`config.mk`:
```
export PLATFORM = sky130hd
export DESIGN_NAME = tcir_claim_ident
export DESIGN_NICKNAME = d
export VERILOG_FILES = /design/src/tcir_pkg.sv /design/src/tcir_claim_ident.sv
export VERILOG_INCLUDE_DIRS = /design/src
export SDC_FILE = /design/constraint.sdc
export NUM_CORES = 1
export LEC_CHECK = 0
export BUFFER_PORTS_ARGS = -buffer_cell sky130_fd_sc_hd__buf_2
export CAP_MARGIN = 20
export CORE_MARGIN = 2
export CORE_UTILIZATION = 41
export CTS_CLUSTER_DIAMETER = 30
export DETAILED_ROUTE_END_ITERATION = 12
export GPL_TIMING_DRIVEN = 0
export PLACE_DENSITY = 0.8
export RECOVER_POWER = 100
export SYNTH_ARGS = -nofsm -noshare
export SYNTH_HDL_FRONTEND = slang
export SYNTH_SLANG_ARGS = --single-unit
```
`constraint.sdc`:
```
create_clock -name clk -period 2.8 [get_ports clk]
set_clock_uncertainty 0.2 [all_clocks]
set_input_delay 0.14 -clock clk [delete_from_list [all_inputs] [get_ports clk]]
set_output_delay 0.14 -clock clk [all_outputs]
set_load 0.05 [all_outputs]
```
`src/tcir_regs.svh`:
```
// register offsets, field positions and constant values of the claim/identity bank
`ifndef TCIR_REGS_SVH
`define TCIR_REGS_SVH

// byte offsets within the bank (word aligned)
`define TCIR_OFF_CLAIM_SET   8'h00
`define TCIR_OFF_CLAIM_CLR   8'h04
`define TCIR_OFF_PERM_STAT   8'h08
`define TCIR_OFF_ARCH_IDENT  8'h0C
`define TCIR_OFF_DEV_RSVD    8'h10
`define TCIR_OFF_COMP_TYPE   8'h14

// claim tag
`define TCIR_CLAIM_BITS      4
`define TCIR_CLAIM_RESET     4'h0
`define TCIR_CLAIM_IMPL      4'hF

// permission status field codes
`define TCIR_LVL_NONE        2'h0
`define TCIR_LVL_DISABLED    2'h2
`define TCIR_LVL_ENABLED     2'h3

// architecture identification fields
`define TCIR_ARCH_PRESENT    1'h1
`define TCIR_ARCH_REVISION   4'h5

// component type fields
`define TCIR_TYPE_SUB        4'h1
`define TCIR_TYPE_MAJOR      4'h3

`endif
```
`src/tcir_pkg.sv`:
```
// types shared by the claim and identity register bank
package tcir_pkg;

   // fields of the debug permission status word, low byte
   typedef struct packed {
      logic [1:0] secureNoninvasiveLevel;
      logic [1:0] secureInvasiveLevel;
      logic [1:0] nonsecureNoninvasiveLevel;
      logic [1:0] nonsecureInvasiveLevel;
   } tcir_perm_s;

   // fields of the architecture identification word
   typedef struct packed {
      logic [10:0] architect;
      logic        present;
      logic [3:0]  revision;
      logic [15:0] archIdentifier;
   } tcir_arch_s;

   // classic wishbone request from the master
   typedef struct packed {
      logic        cyc;
      logic        stb;
      logic        we;
      logic [3:0]  sel;
      logic [7:0]  adr;
      logic [31:0] dat;
   } tcir_wb_req_s;

endpackage : tcir_pkg

```
`src/tcir_claim_ident.sv`:
```
// claim tag and identity register bank behind a classic wishbone slave
//
// Function
// - claim set reads ones on four low bits
// - writing one to claim set sets tag bit
// - claim clear reads present claim tag value
// - writing one to claim clear clears bit
// - bits 7:6 report secure non-invasive level
// - no security extension forces that field zero
// - secure invasive field reads 00
// - non-secure non-invasive reads 10 or 11
// - non-secure invasive field reads 00
// - architect code and architecture id constant
// - architecture bit 20 always reads one
// - architecture revision field reads 0x5
// - identity registers ignore writes
// - component subtype reads 0001
// - main type reads 0011, rest zero
// - reserved device ident reads zero
//
// The register addresses and the Wishbone register port were chosen for this implementation.
`include "tcir_regs.svh"

module tcir_claim_ident #(
   parameter logic [10:0] ARCHITECT_CODE  = 11'h001, // arbitrary value
   parameter logic [15:0] ARCH_IDENTIFIER = 16'h0001, // arbitrary value
   parameter bit          HAS_SECURITY    = 1'b1
) (
   input  wire logic                  clk,
   input  wire logic                  rst_b,
   input  wire logic                  clkEn,
   input  wire tcir_pkg::tcir_wb_req_s wbReq,
   output logic [31:0]                wbDatO,
   output logic                       wbAck,
   input  wire logic                  secureNoninvasiveEn,
   input  wire logic                  nonsecureNoninvasiveEn,
   output logic [`TCIR_CLAIM_BITS-1:0] claimTag
);

   // elaboration check: the claim width is fixed by the decode below
   if (`TCIR_CLAIM_BITS != 4) begin : gBadClaim
      $error("claim tag width must be four");
   end

   logic [1:0] secNidSync;
   logic [1:0] nsNidSync;
   logic       secNidLvl;
   logic       nsNidLvl;
   logic       access;
   logic       wrStrobe;
   logic [3:0] next_claimTag;
   logic [31:0] next_rdData;
   tcir_pkg::tcir_perm_s permWord;
   tcir_pkg::tcir_arch_s archWord;

   // enables arrive from the authentication logic, another domain
   always_ff @(posedge clk or negedge rst_b) begin
      if (!rst_b) begin
         secNidSync <= 2'h0;
         nsNidSync  <= 2'h0;
      end else if (clkEn) begin
         secNidSync <= {secNidSync[0], secureNoninvasiveEn};
         nsNidSync  <= {nsNidSync[0], nonsecureNoninvasiveEn};
      end
   end

   assign secNidLvl = secNidSync[1];
   assign nsNidLvl  = nsNidSync[1];

   // a request is served once; ack low gives the single answer cycle
   assign access   = wbReq.cyc & wbReq.stb & ~wbAck;
   assign wrStrobe = access & wbReq.we & wbReq.sel[0];

   // claim tag update; only byte lane 0 carries claim bits
   always_comb begin
      next_claimTag = claimTag;
      if (wrStrobe && wbReq.adr == `TCIR_OFF_CLAIM_SET) begin
         next_claimTag = claimTag | wbReq.dat[3:0];
      end else if (wrStrobe && wbReq.adr == `TCIR_OFF_CLAIM_CLR) begin
         next_claimTag = claimTag & ~wbReq.dat[3:0];
      end
   end

   // claim tag register
   always_ff @(posedge clk or negedge rst_b) begin
      if (!rst_b) begin
         claimTag <= `TCIR_CLAIM_RESET;
      end else if (clkEn) begin
         claimTag <= next_claimTag;
      end
   end

   // permission status fields
   always_comb begin
      permWord.secureNoninvasiveLevel = `TCIR_LVL_NONE;
      if (HAS_SECURITY) begin
         permWord.secureNoninvasiveLevel = secNidLvl ?
            `TCIR_LVL_ENABLED : `TCIR_LVL_DISABLED;
      end
      permWord.secureInvasiveLevel = `TCIR_LVL_NONE;
      permWord.nonsecureNoninvasiveLevel = nsNidLvl ?
         `TCIR_LVL_ENABLED : `TCIR_LVL_DISABLED;
      permWord.nonsecureInvasiveLevel = `TCIR_LVL_NONE;
   end

   // architecture word is pure constant, so writes cannot touch it
   always_comb begin
      archWord.architect      = ARCHITECT_CODE;
      archWord.present        = `TCIR_ARCH_PRESENT;
      archWord.revision       = `TCIR_ARCH_REVISION;
      archWord.archIdentifier = ARCH_IDENTIFIER;
   end

   // read decode; unmapped offsets read zero and still ack
   always_comb begin
      next_rdData = 32'h0000_0000;
      case (wbReq.adr)
         `TCIR_OFF_CLAIM_SET: begin
            next_rdData[3:0] = `TCIR_CLAIM_IMPL;
         end
         `TCIR_OFF_CLAIM_CLR: begin
            next_rdData[3:0] = claimTag;
         end
         `TCIR_OFF_PERM_STAT: begin
            next_rdData[7:0] = permWord;
         end
         `TCIR_OFF_ARCH_IDENT: begin
            next_rdData = archWord;
         end
         `TCIR_OFF_DEV_RSVD: begin
            next_rdData = 32'h0000_0000;
         end
         `TCIR_OFF_COMP_TYPE: begin
            next_rdData[7:0] = {`TCIR_TYPE_SUB, `TCIR_TYPE_MAJOR};
         end
         default: begin
            next_rdData = 32'h0000_0000;
         end
      endcase
   end

   // answer one cycle after the request, dropped the next cycle
   always_ff @(posedge clk or negedge rst_b) begin
      if (!rst_b) begin
         wbAck  <= 1'b0;
         wbDatO <= 32'h0000_0000;
      end else if (clkEn) begin
         wbAck  <= access;
         wbDatO <= (access && !wbReq.we) ? next_rdData : 32'h0000_0000;
      end
   end

endmodule : tcir_claim_ident

```
==> run metrics, run 1 <==
Bufs on Longest Clock Path=2; DIE AREA=0.00308 mm²; Crit Path Max Fanout=10; post-DP HPWL=1.67 mm; setup_tns=0 ns; first-pass GRT wire length=3.55 mm; CTS buffer count=3; num ports=89; R2R depth=3; RePlAce Congestion=0.739; Site Rows=18; Port Buffers=34; Layout Area Growth over Synthesis=32.1%; root buf cell=clkbuf_4; placed cells=190; Worst Tran Pin Value=0.914 ns; synthesized area=0.00109 mm²; required time of the critical path=2.79 ns; final hold slack=0.0312 ns; RSZ-0062 raised after global routing=no; crit path kind=in2reg; nature of the critical path endpoint=register; dpl cell area=0.00137 mm²; DR vias/cell=4.51; most common cell after layout, fill and taps aside=buf_4; Buf/Inv on CP=2; Core Util, Final=57.4%; hold path endpoint=wbDatO[4]; HP Start=wbReq[34]; CTS tree=done; period utilization=74.7%; pre-CTS setup slack=0.941 ns; WL/cell=10.2 µm; outcome=completed; Synth Flop Type=dfrtp_1; FF-to-FF Start=wbAck; most frequent cells in the layout=buf_4, conb_1, clkbuf_1; Hold Path Class=in2reg; max frequency=478 MHz; TritonRoute pass-1 iters=4; Leak=0.704 nW; power density cells=383 mW/mm²; Hold Vio Cnt, Final=0; clk sinks=17; layout cells sized above 1=35.5%; Cell variety after synth=30; H-tree Lvls=1; Final Power=550 µW; Post-synth ARST share=100%; crit path time final=2.09 ns; CP top delay family=buffers and inverters; die width=55.5 µm; critical path arrival=2.08 ns; final setup vio count=0; Rel. slew slack=39.1%; number of global-route vias before repair=824; Post-synth EDFFs=0; Setup crit start kind=input pin; Slew Viols, Final=0; GRT Overall Usage=14.2%; Clock Pin Slew Worst Setup and Hold Paths=0.10 ns; Final Non-Filler Cells=202; hold-critical path depth=2; synthesis warning total=0; Layout Nets=225; final wirelength=2.06 mm; Die Ht=55.5 µm; core area=0.00250 mm²; gr ovfl total=0; Routed Antenna Nets=0; crit path cell chain=dlygate4sd3_1 > clkbuf_1 > nand4b_1 > nor4_1 > mux2_2; flops & latches, synth=17; cells after synthesis=106; fill cell count=242; Synth Area per Inst=10.2 µm²; CP max-delay cell=dlygate4sd3_1; setup ws final=0.708 ns; largest net degree at the start of global routing=18; initial DRC count=13; Clk Latency, worst-skew pair=0.29 ns; register-to-register setup slack=0.93 ns; sequential element share of the synthesized area=39.2%; initial antenna violation count=0; Max Cap Viol=0; initial core utilization=43.4%; vias=912; ANT cells=0; max incr delay on CP=0.52 ns; final instance area=0.00144 mm²; # DRC=0; peak supply drop=0.285 mV
## worst max path at each step
| stage | to | depth (start not counted) | start | slack, ns |
|---|---|---|---|---|
| after floorplan | register | 3 | wbAck | 0.87 |
| after global placement | register | 3 | wbAck | 0.99 |
| after detailed placement | register | 3 | wbAck | 0.94 |
| after CTS | register | 6 | wbReq[36] | 0.74 |
| after global routing | register | 5 | clkEn | 0.58 |
| final | register | 5 | clkEn | 0.71 |
## area by class of cell
type | count | area [µm²] | share of cell area (%)
buffer | 29 | 221 | 15.4
clock buffer | 4 | 26.3 | 1.83
inverter | 10 | 37.5 | 2.62
multi-input combinational | 70 | 458 | 31.9
sequential | 17 | 425 | 29.6
tap | 30 | 37.5 | 2.62
timing repair buffer | 42 | 229 | 16.0
## layer usage
layer / vias up / track usage, % / part of all wire (%)
li1: 460 / - / -
met1: 407 / 17.3 / 41
met2: 41 / 24.7 / 49
met3: 4 / 3.28 / 8.8
met4: 0 / 4.18 / 1.2
met5: - / 0 / 0
## cells in the mapped netlist, drive strengths merged, types with 2 or more instances
cell	n	share of area [%]
buf	28	20
dfrtp	17	39
inv	10	3.5
mux2	7	7.3
nand2b	3	1.7
nand4b	5	4.0
nor2	2	0.69
nor2b	2	1.2
nor4	5	2.9
o21ai	3	1.4
o22ai	6	4.0
or3	4	2.8
## power breakdown
| group | switching [mW] | leakage, nW | internal (mW) |
|---|---|---|---|
| Combinational | 0.103 | 0.461 | 0.0580 |
| Clock | 0.0765 | 0.0150 | 0.0555 |
| Sequential | 0.00362 | 0.228 | 0.253 |
## worst register-to-register path: stages, from the launching register on
cell	delay (ns)
dfrtp_1	0.40
nand4b_1	0.39
nor4_1	0.41
mux2_2	0.37
## timing repair
item / CTS / global route
hold buffers: 8 / 0
hold endpoints to repair: 22 / 0
setup buffers: 0 / 0
resized for setup: 0 / 0
## kinds of logic (layout without fill, tap and decap cells)
| kind of cell | count (synthesis) | count (layout) | share of synthesized area [%] |
|---|---|---|---|
| buf+inv | 39 | 85 | 24.5 |
| simple gates | 27 | 27 | 17.6 |
| flops | 17 | 17 | 39.2 |
| compound gates | 15 | 15 | 11.1 |
| mux | 7 | 7 | 7.26 |
| other cells | 1 | 21 | 0.345 |
No activity file was read; power rests on OpenSTA's default activity.
==> run 2: changes to the inputs <==
- ABC_AREA: default -> 1
- CORE_UTILIZATION: 41 -> 35
- PLACE_DENSITY: 0.8 -> 0.72
- clock period: 2.8 -> 1.8 ns (I/O delays scaled with it)
==> run metrics, run 2 <==
crit path kind=reg2reg; layout cells sized above 1=26.9% (-8.6 points); Synth top area share=38.5% (-0.67 points); Setup crit start kind=register; Leak=0.877 nW (+25%); combinational power share=29.2% (about the same); Synth top cells by count=nand2_1, buf_4, dfrtp_1; TritonRoute pass-1 iters=4 (unchanged); Post-synth ARST share=100% (unchanged); Int Pwr=560 µW (+53%); Clk Latency, worst-skew pair=0.29 ns (about the same); synthesis warning total=0 (unchanged); Routed Antenna Nets=0 (unchanged); WL/cell=8.64 µm (-15%); Cell variety after synth=21 (-30%); most common cell after layout, fill and taps aside=nand2_1; Synth Area per Inst=7.57 µm² (-26%); setup_tns=0 ns (unchanged); Final Power=853 µW (+55%); count leader, synth=nand2_1; initial antenna violation count=0 (unchanged); RePlAce Congestion=0.796 (+7.7%); sequential element share of the synthesized area=38.5% (-0.67 points); # DRC=0 (unchanged); largest net degree at the start of global routing=18 (unchanged); Layout Area Growth over Synthesis=43.9%; die width=60.2 µm (+8.5%); peak supply drop=0.190 mV (-33%); Core Util, Final=52.5% (-4.9 points); core area=0.00303 mm² (+21%); CTS tree=done; Bufs on Longest Clock Path=2 (unchanged); power density cells=537 mW/mm² (+40%); initial core utilization=36.5% (-7.0 points); outcome=completed; max frequency=596 MHz; required time of the critical path=1.84 ns (-0.95 ns); cells after synthesis=146 (+38%); num ports=89 (unchanged); final wirelength=2.31 mm (+12%); vias=1051 (+15%); final setup vio count=0 (unchanged); placed cells=246 (+29%); post-DP HPWL=1.72 mm (+3.4%); Final Non-Filler Cells=267 (+32%); switching power=293 µW (+60%); Hold Path Class=in2reg; switching fraction of total power=34.3% (+1.0 points); Hold Vio Cnt, Final=0 (unchanged); Yosys top cell by area=dfrtp_1; synthesized area=0.00110 mm² (+1.7%); clk sinks=17 (unchanged); crit path time final=1.68 ns; Site Rows=20 (+2); RSZ-0062 raised after global routing=no; Max Cap Viol=0 (unchanged); sequential power share=46.7% (about the same); Layout Nets=276 (+23%); critical path arrival=1.72 ns (-0.36 ns); ANT cells=0 (unchanged); flops & latches, synth=17 (unchanged); DR vias/cell=3.94 (-13%); final hold slack=0.0315 ns (+0.000294 ns); Rel. slew slack=39.6% (+0.49 points); Slew Viols, Final=0 (unchanged); Clock Pin Slew Worst Setup and Hold Paths=0.10 ns (about the same); Synth Flop Type=dfrtp_1; DIE AREA=0.00362 mm² (+18%); Post-synth EDFFs=0 (unchanged); gr ovfl total=0 (unchanged); nature of the critical path endpoint=register; initial DRC count=25 (+12); number of global-route vias before repair=839 (+1.8%); Worst Tran Pin Value=0.906 ns (-0.00740 ns); root buf cell=clkbuf_4; top cells by area, synth=dfrtp_1, buf_4, nand2_1, inv_1, nand3_1; GRT Overall Usage=13.4% (-0.81 points); first-pass GRT wire length=3.62 mm (+1.9%); most frequent cells in the layout=nand2_1, buf_4, conb_1; H-tree Lvls=1 (unchanged); CTS buffer count=3 (unchanged); Clk pwr share=24.1% (about the same); Crit Path Max Fanout=3 (-7); period utilization=93.2%; Die Ht=60.2 µm (+8.5%); Port Buffers=36 (+5.9%)
run 2: cell types whose count changed in the layout (fill, tap and decap cells not counted), moves of 6 or more:
cell,change
mux2_2,-7
nand2_1,+42
inv_1,+6
dlygate4sd3_1,+6
nor2_1,+7
nand3_1,+11
run 2: logic make-up after synthesis:
group,after synthesis,share of synthesized area (%)
simple gates,79,34.8
buf+inv,44,23.8
flops,17,38.5
compound gates,5,2.60
other cells,1,0.339
run 2: cell type report:
type,count,area (µm²)
clock inverters,1,5.00
flip-flops and latches,17,425
repair buffers,53,332
fillers,307,1440
multi-input cells,105,488
well taps,44,55.1
plain buffers,26,195
inverters,18,67.6
clock buffers,3,22.5
run 2: timing repair:
action                     4_1_cts  5_1_grt
hold endpoints to repair        32        0
setup buffers                    0        2
resized for setup                0        4
hold buffers                    15        0
setup endpoints to repair        0        1
run 2: metal layers:
metal,up-vias,part of all wire [%],track usage (%)
met5,-,0,0
met4,0,0.43,4.76
met2,33,49,22.2
met1,451,44,17.1
li1,565,-,-
met3,2,6.5,2.60
run 2: power groups by stage:
stage / clock network, mW / logic, mW / registers (mW)
6_report: 0.205 / 0.250 / 0.398
5_1_grt: 0.231 / 0.269 / 0.400
4_1_cts: 0.214 / 0.247 / 0.398
3_5_place_dp: 0 / 0.224 / 0.406
3_3_place_gp: 0 / 0.222 / 0.405
2_1_floorplan: 0 / 0.169 / 0.414
run 2: worst paths after layout:
path | from | endpoint | slack (ns) | cells after the start
setup reg to reg | wbAck | wbDatO[4] | 0.12 | 6
hold / removal | wbReq[32] | wbDatO[7] | 0.03 | 6
hold reg to reg | nsNidSync[0] | nsNidSync[0] | 0.29 | 2
max in group asynchronous | rst_b | async pin | 0.61 | 2
min in group asynchronous | rst_b | wbDatO[6] | 0.23 | 2
setup / recovery | wbAck | wbDatO[4] | 0.12 | 6
run 2: critical path: stages, from the launching register on:
cell and delay, ns:
dfrtp_1 0.39, inv_1 0.11, nand4_4 0.11, nor2_4 0.13
nand2_2 0.07, dlygate4sd3_1 0.56, nand2_1 0.06
run 2: stage by stage:
| step | setup WS, ns | instance area [µm²] |
|---|---|---|
| floorplan | 0.282 | 1180 |
| global placement | 0.467 | 1420 |
| detailed placement | 0.467 | 1420 |
| CTS | 0.0395 | 1590 |
| global route | 0.0286 | 1590 |
| finish | 0.122 | 1590 |
==> run 3: changes to the inputs <==
- CORE_UTILIZATION: 35 -> 36
- CTS_BUF_LIST: default -> sky130_fd_sc_hd__clkbuf_8
- PLACE_DENSITY: 0.72 -> 0.74
==> run metrics, run 3 (synthesized netlist as in run 2, its figures left out) <==
Rel. slew slack=41.3% (+1.7 points); post-DP HPWL=1.70 mm (-1.3%); switching fraction of total power=31.4% (-2.9 points); Layout Nets=270 (-2.2%); CP Launch Point=clkEn; sequential power share=44.1% (-2.6 points); CP Capture Point=wbDatO[2]; final wirelength=2.22 mm (-3.9%); CTS resizes=0 (unchanged); Leak=0.876 nW (-0.21%); DIE AREA=0.00353 mm² (-2.6%); H-tree Lvls=1 (unchanged); register-to-register setup slack=0.35 ns (+0.23 ns); Max Cap Viol=0 (unchanged); crit path kind=in2reg; initial core utilization=37.1% (+0.61 points); Bufs on Longest Clock Path=2 (unchanged); # DRC=0 (unchanged); Setup crit start kind=input pin; Crit Path Max Fanout=8 (+5); Clock Pin Slew Worst Setup and Hold Paths=0.06 ns (-0.04 ns); Critical Path Stages=8 (+2); ANT cells=0 (unchanged); layout cells sized above 1=25.3% (-1.6 points); Int Pwr=621 µW (+11%); num ports=89 (unchanged); max frequency=633 MHz (+6.3%); crit path cell chain=dlygate4sd3_1 > buf_2 > nand4_4 > nor2_1 > nand2_2 > nand2_2 > nand2_1 > nand2_1; Site Rows=20 (unchanged); max incr delay on CP=0.53 ns (-0.03 ns); DR vias/cell=4.14 (+5.3%); dpl cell area=0.00140 mm² (-0.97%); largest net degree at the start of global routing=18 (unchanged); CTS buffer count=3 (unchanged); vias=1036 (-1.4%); gr ovfl total=0 (unchanged); final setup vio count=0 (unchanged); peak supply drop=0.253 mV (+34%); pre-CTS setup slack=0.436 ns (-0.0307 ns); outcome=completed; Hold Path Class=in2reg; Worst Tran Pin Value=0.881 ns (-0.0254 ns); die width=59.4 µm (-1.3%); initial antenna violation count=0 (unchanged); Slew Viols, Final=0 (unchanged); Final Non-Filler Cells=250 (-6.4%); Die Ht=59.4 µm (-1.3%); nature of the critical path endpoint=register; power density cells=593 mW/mm² (+11%); Core Util, Final=51.2% (-1.3 points); switching power=284 µW (-3.1%); Hold Vio Cnt, Final=0 (unchanged); period utilization=87.8% (-5.5 points); R2R depth=7 (+1); number of global-route vias before repair=874 (+4.2%); Clk Latency, worst-skew pair=0.24 ns (-0.05 ns); Clk pwr share=29.5% (+5.4 points); root buf cell=clkbuf_8; FF-to-FF Start=wbAck; CP top delay family=simple AND/OR/NAND/NOR gates; Critical R2R Capture=wbDatO[2]; clk sinks=17 (unchanged); Layout Area Growth over Synthesis=37.9%; most common cell after layout, fill and taps aside=nand2_1; initial DRC count=26 (+4.0%); Routed Antenna Nets=0 (unchanged); final instance area=0.00152 mm² (-4.2%); CP max-delay cell=dlygate4sd3_1; placed cells=235 (-4.5%); Buf/Inv on CP=2 (unchanged); Port Buffers=36 (unchanged); critical path arrival=1.56 ns (-0.16 ns); RSZ-0062 raised after global routing=no; combinational power share=26.4% (-2.8 points); Final Power=904 µW (+6.0%); core area=0.00298 mm² (-1.7%); CTS tree=done; most frequent cells in the layout=nand2_1, buf_4, conb_1; final hold slack=0.0170 ns (-0.0145 ns); TritonRoute pass-1 iters=4 (unchanged); setup ws final=0.220 ns (+0.0987 ns); WL/cell=8.87 µm (+2.7%); post-CTS setup buffers=0 (unchanged); RePlAce Congestion=0.827 (+3.9%); setup_tns=0 ns (unchanged); required time of the critical path=1.78 ns (-0.06 ns); GRT Overall Usage=13.0% (-0.38 points); crit path time final=1.58 ns (-0.0987 ns); first-pass GRT wire length=3.55 mm (-1.7%)
==> run 3: cell types whose count changed in the layout (fill, tap and decap cells not counted), sizes merged <==
cell	before	now
dlymetal6s4s	1	0
buf	44	42
clkinv	1	0
dlygate4sd3	14	11
inv	18	19
==> run 3: final cells by class <==
| cell class | instances | area [µm²] |
|---|---|---|
| fill | 311 | 1450 |
| clock inverter | 1 | 3.75 |
| sequential | 17 | 425 |
| tap | 33 | 41.3 |
| inverter | 18 | 67.6 |
| timing repair buffer | 47 | 268 |
| clock buffer | 3 | 41.3 |
| multi-input combinational | 105 | 489 |
| buffer | 26 | 188 |
==> run 3: power by group through the flow <==
stage          logic [mW]  clock network, mW  registers, mW
5_1_grt             0.260              0.294          0.400
6_report            0.239              0.266          0.399
2_1_floorplan       0.169                  0          0.414
3_3_place_gp        0.222                  0          0.405
4_1_cts             0.242              0.281          0.399
3_5_place_dp        0.223                  0          0.406
==> run 3: tightest hold or removal path, stage by stage <==
cell	delay (ns)
buf_2	0.12
o21ai_0	0.11
nand2_1	0.06
nand2_1	0.04
==> run 3: worst min path at each step <==
stage               cells past startpoint  slack (ns)         to  startpoint
floorplan                               0       -0.41  async pin       rst_b
global placement                        1       -0.17  wbDatO[6]       rst_b
detailed placement                      1       -0.18  wbDatO[6]       rst_b
CTS                                     4       0.003  wbDatO[3]   wbReq[34]
global route                            4        0.05  wbDatO[3]   wbReq[34]
finish                                  4        0.02  wbDatO[3]   wbReq[34]
==> run 3: timing repair <==
| item | CTS | global route |
|---|---|---|
| hold buffers | 11 | 0 |
| endpoints found under the setup margin | 0 | 0 |
| endpoints found under the hold margin | 27 | 0 |
==> run 3: routing by layer <==
metal / GRT usage (%) / vias up / share of wire [%]
li1: - / 550 / -
met4: 3.90 / 0 / 0.68
met5: 0 / - / 0
met2: 23.5 / 35 / 51
met3: 1.97 / 2 / 5.9
met1: 15.7 / 449 / 43
